==> src/shared/gia_pkg.sv <==
// constants, register map and carrier types of the group interrupt aggregator
package gia_pkg;
    // ------------------------------------------------------------
    // sizes
    // ------------------------------------------------------------
    localparam int NSRC = 7;
    localparam int ADDR_W = 18;
    localparam int DATA_W = 32;

    // ------------------------------------------------------------
    // register indices; byte address is four times the index
    // ------------------------------------------------------------
    localparam logic [15:0] IDX_FLAGS = 16'h28a2;
    localparam logic [15:0] IDX_IN_TYPE = 16'h28a3;
    localparam logic [15:0] IDX_OUT_TYPE = 16'h28a4;
    localparam logic [15:0] IDX_ENABLES = 16'h28a5;
    localparam logic [15:0] IDX_PENDING = 16'h28a6;
    localparam logic [15:0] IDX_GATE_A = 16'h2d00;
    localparam logic [15:0] IDX_GATE_B = 16'h2d01;
    localparam logic [15:0] IDX_CORE_EN = 16'h2d10;
    localparam logic [15:0] IDX_CORE_FLAG = 16'h2d11;
    localparam logic [15:0] IDX_IRQ_STAT = 16'h2d12;
    localparam logic [15:0] IDX_IRQ_MASK = 16'h2d13;

    localparam logic [ADDR_W-1:0] ADDR_FLAGS = {IDX_FLAGS, 2'b00};
    localparam logic [ADDR_W-1:0] ADDR_IN_TYPE = {IDX_IN_TYPE, 2'b00};
    localparam logic [ADDR_W-1:0] ADDR_OUT_TYPE = {IDX_OUT_TYPE, 2'b00};
    localparam logic [ADDR_W-1:0] ADDR_ENABLES = {IDX_ENABLES, 2'b00};
    localparam logic [ADDR_W-1:0] ADDR_PENDING = {IDX_PENDING, 2'b00};
    localparam logic [ADDR_W-1:0] ADDR_GATE_A = {IDX_GATE_A, 2'b00};
    localparam logic [ADDR_W-1:0] ADDR_GATE_B = {IDX_GATE_B, 2'b00};
    localparam logic [ADDR_W-1:0] ADDR_CORE_EN = {IDX_CORE_EN, 2'b00};
    localparam logic [ADDR_W-1:0] ADDR_CORE_FLAG = {IDX_CORE_FLAG, 2'b00};
    localparam logic [ADDR_W-1:0] ADDR_IRQ_STAT = {IDX_IRQ_STAT, 2'b00};
    localparam logic [ADDR_W-1:0] ADDR_IRQ_MASK = {IDX_IRQ_MASK, 2'b00};

    // ------------------------------------------------------------
    // field positions
    // ------------------------------------------------------------
    localparam int SRC_TMR_OVF = 0;
    localparam int SRC_CAP0 = 1;
    localparam int SRC_CAP1 = 2;
    localparam int SRC_CAP2 = 3;
    localparam int SRC_SER_ILLEGAL = 4;
    localparam int SRC_SER_TX_DONE = 5;
    localparam int SRC_COMPARATOR = 6;
    localparam int GATE_A_SERIAL_BIT = 6;
    localparam int GATE_B_GROUP_BIT = 3;
    localparam int CORE_GLOBAL_EN_BIT = 7;
    localparam int CORE_EXT_EN_BIT = 3;
    localparam int CORE_EXT_FLAG_BIT = 7;
    localparam int STAT_PEND_BIT = 7;

    // ------------------------------------------------------------
    // reset values, vector, bus answers
    // ------------------------------------------------------------
    localparam logic [7:0] RST_ZERO = 8'h00;
    localparam logic [7:0] RST_IN_TYPE = 8'h7f;
    localparam logic [7:0] RST_OUT_TYPE = 8'h01;
    localparam logic [7:0] GROUP_VECTOR = 8'h5b;
    localparam logic [1:0] RESP_OKAY = 2'b00;
    localparam logic [1:0] RESP_DECERR = 2'b11;

    typedef struct packed {
        logic req;
        logic [7:0] vector;
    } gia_core_t;
endpackage

==> src/verilog/gia_aggregator.sv <==
// group interrupt aggregator with axi4-lite register slave
// Function
// - seven sources: overflow, three captures, serial illegal, serial done, comparator
// - group gate bit 3 of second gate register enables the whole group
// - group request goes to vector 5Bh, qualified by global and ext enables
// - an event sets its flag only while that source is enabled
// - writing one to an enabled flag raises it; disabled: no effect
// - writing zero to a flag clears it, unless an enabled event sets it in the same cycle
// - an enabled event while its flag is set sets the pending bit
// - pending bits only indicate; only software clears them
// - enable bits: one enables, zero disables, reset to zero
// - flag one means request pending; flags reset to zero
// - serial sources work only while gate register a bit 6 is one
`timescale 1ns/1ps
module gia_aggregator (
    input wire logic aclk,
    input wire logic aresetn,
    input wire logic [gia_pkg::ADDR_W-1:0] awaddr,
    input wire logic [2:0] awprot,
    input wire logic awvalid,
    output logic awready,
    input wire logic [gia_pkg::DATA_W-1:0] wdata,
    input wire logic [3:0] wstrb,
    input wire logic wvalid,
    output logic wready,
    output logic [1:0] bresp,
    output logic bvalid,
    input wire logic bready,
    input wire logic [gia_pkg::ADDR_W-1:0] araddr,
    input wire logic [2:0] arprot,
    input wire logic arvalid,
    output logic arready,
    output logic [gia_pkg::DATA_W-1:0] rdata,
    output logic [1:0] rresp,
    output logic rvalid,
    input wire logic rready,
    input wire logic [gia_pkg::NSRC-1:0] src_event,
    output gia_pkg::gia_core_t core_out,
    output logic irq
);
    import gia_pkg::*;

    // ------------------------------------------------------------
    // declarations
    // ------------------------------------------------------------
    logic aw_hold_reg, w_hold_reg, w_lane_reg, bvalid_reg, rvalid_reg, wr_fire, wr_hit, rd_hit;
    logic [ADDR_W-1:0] aw_addr_reg;
    logic [DATA_W-1:0] rdata_reg;
    logic [1:0] bresp_reg, rresp_reg;
    logic we_flags, we_in, we_out, we_en, we_pend;
    logic we_gate_a, we_gate_b, we_core_en, we_core_flag, we_stat, we_mask;
    logic [7:0] w_byte_reg, rd_val, en_reg, in_type_reg, out_type_reg, gate_a_reg, gate_b_reg;
    logic [7:0] core_en_reg, irq_stat_reg, irq_mask_reg, core_vec_reg, stat_set;
    logic core_flag_reg, irq_reg, core_req_reg, group_req, core_fire, flag_wr, pend_wr;
    logic [NSRC-1:0] ev, en7, flag_vec, pend_vec, flag_set_vec, pend_set_vec, hit_mask;

    // ------------------------------------------------------------
    // write channel: address and data taken in either order
    // ------------------------------------------------------------
    assign awready = !aw_hold_reg;
    assign wready = !w_hold_reg;
    assign bvalid = bvalid_reg;
    assign bresp = bresp_reg;
    assign wr_fire = aw_hold_reg && w_hold_reg && !bvalid_reg;
    always_ff @(posedge aclk) begin
        if (!aresetn) begin
            aw_hold_reg <= 1'b0;
            aw_addr_reg <= '0;
        end else if (awvalid && awready) begin
            aw_hold_reg <= 1'b1;
            aw_addr_reg <= awaddr;
        end else if (wr_fire) begin
            aw_hold_reg <= 1'b0;
        end
    end
    always_ff @(posedge aclk) begin
        if (!aresetn) begin
            w_hold_reg <= 1'b0;
            w_byte_reg <= RST_ZERO;
            w_lane_reg <= 1'b0;
        end else if (wvalid && wready) begin
            w_hold_reg <= 1'b1;
            w_byte_reg <= wdata[7:0];
            w_lane_reg <= wstrb[0];
        end else if (wr_fire) begin
            w_hold_reg <= 1'b0;
        end
    end
    always_ff @(posedge aclk) begin
        if (!aresetn) begin
            bvalid_reg <= 1'b0;
            bresp_reg <= RESP_OKAY;
        end else if (wr_fire) begin
            bvalid_reg <= 1'b1;
            bresp_reg <= wr_hit ? RESP_OKAY : RESP_DECERR;
        end else if (bready) begin
            bvalid_reg <= 1'b0;
        end
    end

    // ------------------------------------------------------------
    // write decode
    // ------------------------------------------------------------
    always_comb begin
        we_flags = 1'b0;
        we_in = 1'b0;
        we_out = 1'b0;
        we_en = 1'b0;
        we_pend = 1'b0;
        we_gate_a = 1'b0;
        we_gate_b = 1'b0;
        we_core_en = 1'b0;
        we_core_flag = 1'b0;
        we_stat = 1'b0;
        we_mask = 1'b0;
        wr_hit = 1'b1;
        if (aw_addr_reg == ADDR_FLAGS) begin
            we_flags = 1'b1;
        end else if (aw_addr_reg == ADDR_IN_TYPE) begin
            we_in = 1'b1;
        end else if (aw_addr_reg == ADDR_OUT_TYPE) begin
            we_out = 1'b1;
        end else if (aw_addr_reg == ADDR_ENABLES) begin
            we_en = 1'b1;
        end else if (aw_addr_reg == ADDR_PENDING) begin
            we_pend = 1'b1;
        end else if (aw_addr_reg == ADDR_GATE_A) begin
            we_gate_a = 1'b1;
        end else if (aw_addr_reg == ADDR_GATE_B) begin
            we_gate_b = 1'b1;
        end else if (aw_addr_reg == ADDR_CORE_EN) begin
            we_core_en = 1'b1;
        end else if (aw_addr_reg == ADDR_CORE_FLAG) begin
            we_core_flag = 1'b1;
        end else if (aw_addr_reg == ADDR_IRQ_STAT) begin
            we_stat = 1'b1;
        end else if (aw_addr_reg == ADDR_IRQ_MASK) begin
            we_mask = 1'b1;
        end else begin
            wr_hit = 1'b0;
        end
    end
    // a write without byte lane 0 is answered but stores nothing
    assign flag_wr = wr_fire && w_lane_reg && we_flags;
    assign pend_wr = wr_fire && w_lane_reg && we_pend;

    // ------------------------------------------------------------
    // plain control registers
    // ------------------------------------------------------------
    always_ff @(posedge aclk) begin
        if (!aresetn) begin
            en_reg <= RST_ZERO;
        end else if (wr_fire && w_lane_reg && we_en) begin
            en_reg <= {1'b0, w_byte_reg[NSRC-1:0]};
        end
    end
    // type registers are kept only for readback; they steer nothing
    always_ff @(posedge aclk) begin
        if (!aresetn) begin
            in_type_reg <= RST_IN_TYPE;
            out_type_reg <= RST_OUT_TYPE;
        end else if (wr_fire && w_lane_reg) begin
            if (we_in) begin
                in_type_reg <= {1'b0, w_byte_reg[NSRC-1:0]};
            end
            if (we_out) begin
                out_type_reg <= {7'h00, w_byte_reg[0]};
            end
        end
    end
    always_ff @(posedge aclk) begin
        if (!aresetn) begin
            gate_a_reg <= RST_ZERO;
            gate_b_reg <= RST_ZERO;
            core_en_reg <= RST_ZERO;
            irq_mask_reg <= RST_ZERO;
        end else if (wr_fire && w_lane_reg) begin
            if (we_gate_a) begin
                gate_a_reg <= w_byte_reg;
            end
            if (we_gate_b) begin
                gate_b_reg <= w_byte_reg;
            end
            if (we_core_en) begin
                core_en_reg <= w_byte_reg;
            end
            if (we_mask) begin
                irq_mask_reg <= w_byte_reg;
            end
        end
    end

    // ------------------------------------------------------------
    // sources, flags and pending bits
    // ------------------------------------------------------------
    always_comb begin
        ev = src_event;
        ev[SRC_SER_ILLEGAL] = src_event[SRC_SER_ILLEGAL] & gate_a_reg[GATE_A_SERIAL_BIT];
        ev[SRC_SER_TX_DONE] = src_event[SRC_SER_TX_DONE] & gate_a_reg[GATE_A_SERIAL_BIT];
    end
    assign en7 = en_reg[NSRC-1:0];
    genvar gi;
    generate
        for (gi = 0; gi < NSRC; gi++) begin : g_src
            gia_src_cell u_cell (
                .aclk(aclk),
                .aresetn(aresetn),
                .event_in(ev[gi]),
                .enable(en7[gi]),
                .flag_we(flag_wr),
                .flag_wdata(w_byte_reg[gi]),
                .pend_we(pend_wr),
                .pend_wdata(w_byte_reg[gi]),
                .flag_reg(flag_vec[gi]),
                .pend_reg(pend_vec[gi]),
                .flag_set(flag_set_vec[gi]),
                .pend_set(pend_set_vec[gi])
            );
        end
    endgenerate
    // pending bits take no part in the request
    assign group_req = gate_b_reg[GATE_B_GROUP_BIT] & |(flag_vec & en7);

    // ------------------------------------------------------------
    // core side: extended flag, enables, vector
    // ------------------------------------------------------------
    always_ff @(posedge aclk) begin
        if (!aresetn) begin
            core_flag_reg <= 1'b0;
        end else if (group_req) begin
            core_flag_reg <= 1'b1;
        end else if (wr_fire && w_lane_reg && we_core_flag) begin
            core_flag_reg <= w_byte_reg[CORE_EXT_FLAG_BIT];
        end
    end
    assign core_fire = core_flag_reg & core_en_reg[CORE_EXT_EN_BIT] & core_en_reg[CORE_GLOBAL_EN_BIT];
    always_ff @(posedge aclk) begin
        if (!aresetn) begin
            core_req_reg <= 1'b0;
            core_vec_reg <= RST_ZERO;
        end else begin
            core_req_reg <= core_fire;
            core_vec_reg <= core_fire ? GROUP_VECTOR : RST_ZERO;
        end
    end
    assign core_out.req = core_req_reg;
    assign core_out.vector = core_vec_reg;

    // ------------------------------------------------------------
    // interrupt status: set wins over the write-one clear
    // ------------------------------------------------------------
    assign stat_set = {|pend_set_vec, flag_set_vec};
    always_ff @(posedge aclk) begin
        if (!aresetn) begin
            irq_stat_reg <= RST_ZERO;
        end else if (wr_fire && w_lane_reg && we_stat) begin
            irq_stat_reg <= (irq_stat_reg & ~w_byte_reg) | stat_set;
        end else begin
            irq_stat_reg <= irq_stat_reg | stat_set;
        end
    end
    always_ff @(posedge aclk) begin
        if (!aresetn) begin
            irq_reg <= 1'b0;
        end else begin
            irq_reg <= |(irq_stat_reg & irq_mask_reg);
        end
    end
    assign irq = irq_reg;

    // ------------------------------------------------------------
    // read channel
    // ------------------------------------------------------------
    always_comb begin
        rd_val = RST_ZERO;
        rd_hit = 1'b1;
        if (araddr == ADDR_FLAGS) begin
            rd_val = {1'b0, flag_vec};
        end else if (araddr == ADDR_IN_TYPE) begin
            rd_val = in_type_reg;
        end else if (araddr == ADDR_OUT_TYPE) begin
            rd_val = out_type_reg;
        end else if (araddr == ADDR_ENABLES) begin
            rd_val = en_reg;
        end else if (araddr == ADDR_PENDING) begin
            rd_val = {1'b0, pend_vec};
        end else if (araddr == ADDR_GATE_A) begin
            rd_val = gate_a_reg;
        end else if (araddr == ADDR_GATE_B) begin
            rd_val = gate_b_reg;
        end else if (araddr == ADDR_CORE_EN) begin
            rd_val = core_en_reg;
        end else if (araddr == ADDR_CORE_FLAG) begin
            rd_val = {core_flag_reg, 7'h00};
        end else if (araddr == ADDR_IRQ_STAT) begin
            rd_val = irq_stat_reg;
        end else if (araddr == ADDR_IRQ_MASK) begin
            rd_val = irq_mask_reg;
        end else begin
            rd_hit = 1'b0;
        end
    end
    assign arready = !rvalid_reg;
    assign rvalid = rvalid_reg;
    assign rdata = rdata_reg;
    assign rresp = rresp_reg;
    always_ff @(posedge aclk) begin
        if (!aresetn) begin
            rvalid_reg <= 1'b0;
            rresp_reg <= RESP_OKAY;
            rdata_reg <= '0;
        end else if (arvalid && arready) begin
            rvalid_reg <= 1'b1;
            rresp_reg <= rd_hit ? RESP_OKAY : RESP_DECERR;
            rdata_reg <= {24'h000000, rd_val};
        end else if (rready) begin
            rvalid_reg <= 1'b0;
        end
    end

    assign hit_mask = ev & en7;
endmodule // gia_aggregator

==> src/verilog/gia_src_cell.sv <==
// one source of the group: request flag and pending bit
`timescale 1ns/1ps
module gia_src_cell (
    input wire logic aclk,
    input wire logic aresetn,
    input wire logic event_in,
    input wire logic enable,
    input wire logic flag_we,
    input wire logic flag_wdata,
    input wire logic pend_we,
    input wire logic pend_wdata,
    output logic flag_reg,
    output logic pend_reg,
    output logic flag_set,
    output logic pend_set
);
    logic flag_next;
    logic pend_next;

    // ------------------------------------------------------------
    // flag
    // ------------------------------------------------------------
    assign flag_set = event_in & enable;
    // a repeat counts only while the flag is still standing
    assign pend_set = flag_set & flag_reg;

    always_comb begin
        flag_next = flag_reg;
        if (flag_we) begin
            // a one only takes while enabled; a zero clears unless an event sets the flag in the same cycle
            flag_next = flag_wdata ? (flag_reg | enable) : 1'b0;
        end
        if (flag_set) begin
            flag_next = 1'b1;
        end
    end

    // pending is only cleared by software, and an event beats the clear
    always_comb begin
        pend_next = pend_we ? pend_wdata : pend_reg;
        if (pend_set) begin
            pend_next = 1'b1;
        end
    end

    always_ff @(posedge aclk) begin
        if (!aresetn) begin
            flag_reg <= 1'b0;
            pend_reg <= 1'b0;
        end else begin
            flag_reg <= flag_next;
            pend_reg <= pend_next;
        end
    end
endmodule // gia_src_cell
==> config.mk <==
export PLATFORM = sky130hd
export DESIGN_NAME = gia_aggregator
export DESIGN_NICKNAME = d
export VERILOG_FILES = /design/src/shared/gia_pkg.sv /design/src/verilog/gia_aggregator.sv /design/src/verilog/gia_src_cell.sv
export SDC_FILE = /design/constraint.sdc
export NUM_CORES = 1
export LEC_CHECK = 0
export BUFFER_PORTS_ARGS = -buffer_cell sky130_fd_sc_hd__buf_2
export CAP_MARGIN = 5
export CELL_PAD_IN_SITES_DETAIL_PLACEMENT = 0
export CELL_PAD_IN_SITES_GLOBAL_PLACEMENT = 1
export CORE_MARGIN = 4
export CORE_UTILIZATION = 39
export CTS_CLUSTER_DIAMETER = 120
export CTS_CLUSTER_SIZE = 24
export DETAILED_ROUTE_END_ITERATION = 8
export GPL_ROUTABILITY_DRIVEN = 1
export PLACE_DENSITY_LB_ADDON = 0.1
export SLEW_MARGIN = 15
export SYNTH_ARGS = -nofsm -noshare
export SYNTH_HDL_FRONTEND = slang
export SYNTH_HIERARCHICAL = 1
export SYNTH_SLANG_ARGS = --single-unit
==> constraint.sdc <==
create_clock -name aclk -period 2.5 [get_ports aclk]
set_input_delay 0.5 -clock aclk [delete_from_list [all_inputs] [get_ports aclk]]
set_output_delay 0.5 -clock aclk [all_outputs]
set_load 0.01 [all_outputs]
### Yosys cells after proc, flatten, opt, wreduce, memory -nomap -nowiden

Cells that the tools add are included.
Widths: inputs -> output; s select.

* equal/unequal tests: 22
* multiplexer cells: 146
* bitwise gates (word level): 32
* reductions and logical operators: 43

Operator list (number)
* $eq 18x16->1 const B: 22
* $mux 1: 131
* $mux 8: 12
* $reduce_bool 2->1: 19
* $and 1x1->1: 19
* $and 8x8->8: 2
* $or 8x8->8: 2
* $reduce_or 7->1: 2
* $reduce_and 2->1: 6
* $logic_and 1x1->1: 11
* $not 8->8: 1
* $reduce_or 8->1: 1
* $and 7x7->7: 1
* $mux 7: 1
* $or 1x1->1: 7
* $logic_not 1->1: 4
* $mux 2: 2

* bits in registers: 123
* input port bits: 92
* logic and storage cells: 279

### Longest topological paths before layout

Gate-level depths: netlist of the first run.

* word-level depth: 13
* gate-level depth with buffers: 8
* gate-level depth less buffers: 6

### Cells and area by module

The synthesis of the first run kept the hierarchy.

Modules (own cells, without submodules)
* gia_aggregator: instances 1, cells an instance 616, area each 4933.5 um2
* gia_src_cell: instances 7, cells an instance 10, area each 105.1 um2

### Least setup slack after synthesis of the first run

Ideal clock, no wire load.

* path type: input to register
* start point: input port araddr[17] (netlist bit)
* end point: register rdata_reg[0], in the netlist rdata[0]
* library setup time: 0.116 ns
* arrival time: 1.948 ns
* path slack: 0.437 ns
* cell stages on the path: 6
* path buffers: 2
* cell sequence: or4_1 buf_2 buf_2 a2111oi_0 a211oi_1 a31o_1

* word-level cells in the longest chain between the ends: 12

Ends and longest elaborated chain
* start: declaration: RTL line gia_aggregator.sv:29 `input wire logic [gia_pkg::ADDR_W-1:0] araddr,`
* $eq 18x16->1: RTL line gia_aggregator.sv:297 `end else if (araddr == ADDR_IRQ_MASK) begin`
* $mux 8: RTL line gia_aggregator.sv:297
* $mux 8: RTL line gia_aggregator.sv:295 `end else if (araddr == ADDR_IRQ_STAT) begin`
* $mux 8: RTL line gia_aggregator.sv:293 `end else if (araddr == ADDR_CORE_FLAG) begin`
* $mux 8: RTL line gia_aggregator.sv:291 `end else if (araddr == ADDR_CORE_EN) begin`
* $mux 8: RTL line gia_aggregator.sv:289 `end else if (araddr == ADDR_GATE_B) begin`
* $mux 8: RTL line gia_aggregator.sv:287 `end else if (araddr == ADDR_GATE_A) begin`
* $mux 8: RTL line gia_aggregator.sv:285 `end else if (araddr == ADDR_PENDING) begin`
* $mux 8: RTL line gia_aggregator.sv:283 `end else if (araddr == ADDR_ENABLES) begin`
* $mux 8: RTL line gia_aggregator.sv:281 `end else if (araddr == ADDR_OUT_TYPE) begin`
* $mux 8: RTL line gia_aggregator.sv:279 `end else if (araddr == ADDR_IN_TYPE) begin`
* $mux 8 (*): RTL line gia_aggregator.sv:277 `if (araddr == ADDR_FLAGS) begin`
* end signal: assignment: RTL line gia_aggregator.sv:315 `rdata_reg <= {24'h000000, rd_val};`
* end: declaration: RTL line gia_aggregator.sv:48 `logic [DATA_W-1:0] rdata_reg;`

Mark *: on every way between the ends. The rest lies on a longest branch, timed or not.
A chain may end at the register's enable or synchronous reset.

### Worst setup path after layout of the first run

* start point: register aw_addr_reg[17]
* end point: register g_src[6].u_cell.pend_reg

* word-level cells in the longest chain between the ends: 8

Ends and longest elaborated chain
* start: declaration: RTL line gia_aggregator.sv:47 `logic [ADDR_W-1:0] aw_addr_reg;`
* start signal: assignment: RTL line gia_aggregator.sv:71 `aw_addr_reg <= awaddr;`
* $eq 18x16->1: RTL line gia_aggregator.sv:125 `end else if (aw_addr_reg == ADDR_PENDING) begin`
* $mux 1: RTL line gia_aggregator.sv:125
* $mux 1: RTL line gia_aggregator.sv:123 `end else if (aw_addr_reg == ADDR_ENABLES) begin`
* $mux 1: RTL line gia_aggregator.sv:121 `end else if (aw_addr_reg == ADDR_OUT_TYPE) begin`
* $mux 1: RTL line gia_aggregator.sv:119 `end else if (aw_addr_reg == ADDR_IN_TYPE) begin`
* $mux 1 (*): RTL line gia_aggregator.sv:117 `if (aw_addr_reg == ADDR_FLAGS) begin`
* $logic_and 1x1->1 (*): RTL line gia_aggregator.sv:145 `assign pend_wr = wr_fire && w_lane_reg && we_pend;`
* net pend_wr: RTL line gia_aggregator.sv:54 `logic core_flag_reg, irq_reg, core_req_reg, group_req, core_fire, flag_wr, pend_wr;`
* $reduce_bool 2->1 (no line) (*)
* end signal: assignment: RTL line gia_src_cell.sv:52 `pend_reg <= pend_next;`
* end: declaration: RTL line gia_src_cell.sv:13 `output logic pend_reg,`

The timed path passes the listed nets; every way through them passes the cells marked *.

==> impl_metrics.ini, run 1 <==
[floorplanning]
num_rows = 43
pin_count = 143
core_area_um2 = 14000
start_util = 0.404
die_width_um = 129
die-area_um2 = 16500
die_y_um = 129

[worst_setup_path]
critPathCapture = g_src[6].u_cell/pend_reg
crit_path_start_kind = flip-flop
path_class = reg -> reg
required_ns = 2.80
endpoint_kind = flip-flop
r2r_slack_ns = 0.37
rr_worst_depth = 7
r2r_start = aw_addr_reg[17]
path_max_fanout = 7
r2r_end = g_src[6].u_cell/pend_reg
cp-startpoint = aw_addr_reg[17]
worst_ep_arrival_time_ns = 2.43

[min_path]
hp-class = in -> reg

[sta]
timing.fmax_mhz = 470
setup_viol = 0
rsz0062_at_grt = false
setup_tns_ns = 0
finalCriticalPeriod_ns = 2.13
report.final.slew_viol_count = 0
min_period_over_period = 0.851
finClkSkew_ns = 0.00965
worstMarginPinSlew_ns = 0.680
slew_headroom = 0.546
hold_viol = 0

[layout]
drive_gt1_frac = 0.205
fillers = 1402
diodes = 0
area_delta_synth_final_pct = 19.8
regArea_um2 = 2260
nets = 858
mostFrequentLayoutCells = nand2_1 (121), dfxtp_1 (113), buf_2 (82)
utilization = 0.484
multi_input_area_um2 = 3010
final_common_cell = nand2_1
largest_reg_flops = 18

[power_and_ir_drop]
p_leak_nw = 2.79
power.density_nw_per_um2 = 700
peakVddDrop_mv = 0.431

[logic_synthesis]
syn-cell-area_um2 = 5670
syn_avg_cell_area_um2 = 8.26
synth-seq-area-share = 0.399
synth-main-ff-cell = dfxtp_1
ys_ff_latch = 113
synth-edff-count = 0
synthArstFlopShare = 0
yosysWarnings = 6
syn_inst = 686
yosysUniqueCellTypes = 62

[grt]
antenna_found_initial = 0
grt_pass1_wl_um = 25600
grt.total_usage = 0.200
grt_pass1_vias = 4848
grt_max_degree = 34
grt_overflow = 0

[placed_design]
dp_hpwl_um = 12100
globalplace.congestion = 0.862
port_buffers = 82

[clock_network]
tritoncts = yes
numCtsBuffers = 17
clk_pin_slew_ns = 0.05
clock_latency_ns = 0.41
cts-root-buf = clkbuf_16
cts-resized-gates = 0
htreeDepth = 4
cts.path.max_buffers = 2
cts.sinks = 113
cts_hold_buffers = 0
cts_setup_buffers = 0

[drt]
firstDrtPassIters = 5
drc = 0
finalWirelength_um = 16200
ant_nets = 0
drt_iter0_markers = 376
wl_per_cell_um = 16.9
vias = 5032
viasPerCell = 5.26

[outcome]
run_status = completed

[job]
drv_cap = 0
report_power, final:
group          switching [mW]  internal [mW]  leakage (nW)  total (mW)
registers              0.0546           1.84         0.916        1.89
logic                   0.195          0.121          1.57       0.316
clock network           0.814           1.73         0.304        2.54
total                    1.06           3.69          2.79        4.75
worst min path at each step:
| stage | start | to | slack [ns] | cells past startpoint |
|---|---|---|---|---|
| detailed placement | gate_a_reg[5] | gate_a_reg[5] | 0.45 | 2 |
| finish | rready | rvalid | 0.28 | 2 |
| global placement | gate_b_reg[4] | gate_b_reg[4] | 0.44 | 2 |
| floorplan | gate_a_reg[7] | gate_a_reg[7] | 0.43 | 2 |
| global route | rready | rvalid | 0.27 | 2 |
| CTS | rready | rvalid | 0.26 | 2 |
kinds of logic (layout without fill, tap and decap cells):
kind of cell / Yosys count / after routing / share of synthesized area
AND/OR/NAND/NOR: 265 / 265 / 0.236
AO/OA/AOI/OAI: 171 / 171 / 0.190
flip-flops: 113 / 113 / 0.399
buffers and inverters: 92 / 157 / 0.0872
multiplexers: 44 / 44 / 0.0863
other: 1 / 27 / 0.000661
Yosys cell counts, drive strengths merged, types with 4 or more instances:
| cell | n | share of area |
|---|---|---|
| nand2 | 121 | 0.080 |
| dfxtp | 113 | 0.40 |
| a21oi | 64 | 0.057 |
| buf | 43 | 0.055 |
| nor2 | 43 | 0.030 |
| mux2i | 35 | 0.062 |
| o21ai | 30 | 0.026 |
| clkbuf | 28 | 0.019 |
| and2 | 21 | 0.023 |
| inv | 21 | 0.014 |
| nand3 | 15 | 0.013 |
| nand2b | 14 | 0.015 |
| nor3 | 13 | 0.014 |
| a31oi | 12 | 0.013 |
| and3 | 12 | 0.013 |
| a21o | 10 | 0.013 |
| a32o | 8 | 0.014 |
| mux2 | 8 | 0.021 |
| o21a | 8 | 0.011 |
| a22oi | 7 | 0.0093 |
| nor4 | 6 | 0.015 |
| a211oi | 5 | 0.0066 |
| a22o | 5 | 0.0077 |
| nand4 | 5 | 0.0082 |
| a2111oi | 4 | 0.0064 |
| nor2b | 4 | 0.0044 |
| o211ai | 4 | 0.0053 |
per-stage QoR:
step	setup slack (ns)	area [um^2]	std cells	hold WS [ns]	power (mW)
after global placement	0.210	6170	927	0.439	2.24
after CTS	0.358	6790	957	0.258	4.79
after global routing	0.198	6790	957	0.274	4.92
after floorplan	0.437	5770	712	0.431	2.14
final	0.373	6790	957	0.277	4.75
after detailed placement	0.201	6170	927	0.448	2.25
critical path, cell delays in order, from the launching register on:
cell     delay (ns)
dfxtp_1        0.33
nor4_4         0.39
nand4_4        0.18
nor2_1         0.24
and3_1         0.19
buf_4          0.20
mux2_4         0.31
o21a_1         0.16
final cells by class:
| type | instances | share of cell area |
|---|---|---|
| Tap cell | 180 | 0.0332 |
| Clock inverter | 10 | 0.0234 |
| Clock buffer | 20 | 0.0687 |
| Multi-Input combinational cell | 507 | 0.443 |
| Inverter | 21 | 0.0116 |
| Sequential cell | 113 | 0.333 |
| Timing Repair Buffer | 106 | 0.0869 |
metal layers:
layer	share of wire	GRT usage
met5	0	0
met4	0.020	0.0642
met3	0.070	0.0544
met2	0.47	0.332
met1	0.44	0.252
(Power assumes the default switching activity.)
==> run 2: changes to the inputs <==
Clock period 2.5 ns to 2 ns, I/O delays scaled along.
==> impl_metrics.ini, run 2 (synthesis results as in run 1) <==
[power_and_ir_drop]
p_int_mw = 4.43
p_leak_nw = 2.98
pwr-share-comb = 0.076
switchingPower_mw = 1.36
p_seq_frac = 0.408
p_sw_frac = 0.235
p_clk_frac = 0.516
peakVddDrop_mv = 0.488
power.density_nw_per_um2 = 811

[placed_design]
globalplace.congestion = 0.880
dp_hpwl_um = 12300
placed_cell_area_um2 = 6500
port_buffers = 82
dp_cells = 959

[drt]
ant_nets = 0
firstDrtPassIters = 5
drt_iter0_markers = 268
drc = 0
vias = 5153
finalWirelength_um = 16500
wl_per_cell_um = 16.7
viasPerCell = 5.19

[floorplanning]
die_width_um = 129
pin_count = 143
start_util = 0.404
num_rows = 43
die-area_um2 = 16500
die_y_um = 129
core_area_um2 = 14000

[layout]
area_delta_synth_final_pct = 26.1
drive_gt1_frac = 0.251
diodes = 0
final_cell_area_um2 = 7150
largest_reg_flops = 18
mostFrequentLayoutCells = nand2_1 (119), dfxtp_1 (112), buf_2 (82)
nets = 892
fillers = 1362
final_common_cell = nand2_1
stdcell_count = 993

[grt]
grt_pass1_vias = 5003
grt.total_usage = 0.204
grt_pass1_wl_um = 26200
grt_overflow = 0
antenna_found_initial = 0
grt_max_degree = 73

[outcome]
run_status = completed

[job]
drv_cap = 0

[sta]
finalCriticalPeriod_ns = 1.94
hold_viol = 0
slew_headroom = 0.577
finClkSkew_ns = 0.00745
setup_viol = 0
rsz0062_at_grt = true
worstMarginPinSlew_ns = 0.634
min_period_over_period = 0.972
report.final.slew_viol_count = 0
timing.fmax_mhz = 515

[clock_network]
cts.sinks = 113
clock_latency_ns = 0.41
cts-root-buf = clkbuf_16
cts.path.max_buffers = 2
cts_hold_buffers = 0
htreeDepth = 4
numCtsBuffers = 17
tritoncts = yes
clk_pin_slew_ns = 0.05

[worst_setup_path]
worst_ep_arrival_time_ns = 2.25
path_class = reg -> reg
crit_path_start_kind = flip-flop
endpoint_kind = flip-flop
required_ns = 2.30
path_max_fanout = 7

[min_path]
hp-class = in -> reg
## run 2: power groups by stage
| stage | Sequential [mW] | Clock, mW | Combinational [mW] |
|---|---|---|---|
| after floorplan | 2.38 | 0 | 0.291 |
| after global placement | 2.41 | 0 | 0.432 |
| after detailed placement | 2.41 | 0 | 0.437 |
| after CTS | 2.36 | 3.05 | 0.441 |
| after global routing | 2.37 | 3.17 | 0.489 |
| final | 2.36 | 2.99 | 0.440 |
## run 2: per-layer routing
metal  part of all wire  vias up  wire [um]  GRT usage
li1                   -     2580          -          -
met5                  0        -          0          0
met3              0.057       25        940     0.0531
met4              0.017        0        281     0.0642
met2               0.49      154       8050      0.343
met1               0.44     2394       7280      0.258
## run 2: cell type report
type / instances / area (um^2) / share of cell area
multi-input combinational: 507 / 3050 / 0.427
sequential: 113 / 2260 / 0.317
timing repair buffer: 140 / 937 / 0.131
clock buffer: 22 / 484 / 0.0678
tap: 180 / 225 / 0.0315
clock inverter: 10 / 108 / 0.0151
inverter: 21 / 78.8 / 0.0110
## run 2: worst paths after layout
check	start	endpoint	slack [ns]	cells after the start
worst max register to register	aw_addr_reg[11]	g_src[6].u_cell/pend_reg	0.06	7
worst max-delay path	aw_addr_reg[11]	g_src[6].u_cell/pend_reg	0.06	7
worst min-delay path	rready	rvalid	0.17	2
worst min register to register	gate_a_reg[4]	gate_a_reg[4]	0.45	2
## run 2: repair_timing
action | CTS | global route
gates resized for setup | 4 | 11
buffers inserted | 0 | 2
pin swaps | 1 | 3
setup endpoints to repair | 20 | 33
## run 2: critical path, cell delays in order, from the launching register on
cell	delay, ns
dfxtp_2	0.33
nor4_4	0.38
nand4_4	0.17
nor2_4	0.13
and3_4	0.20
buf_12	0.13
mux2_4	0.30
o21a_1	0.18
## run 2: metrics by stage
stage	hold WS, ns	setup TNS [ns]	setup slack, ns	power (mW)	util
global placement	0.438	-0.675	-0.107	2.84	0.463
CTS	0.153	0	0.00920	5.86	0.505
floorplan	0.431	0	0.0368	2.67	-
finish	0.171	0	0.0564	5.80	0.509
detailed placement	0.443	-0.828	-0.133	2.85	0.463
global route	0.174	-0.315	-0.0490	6.03	0.509
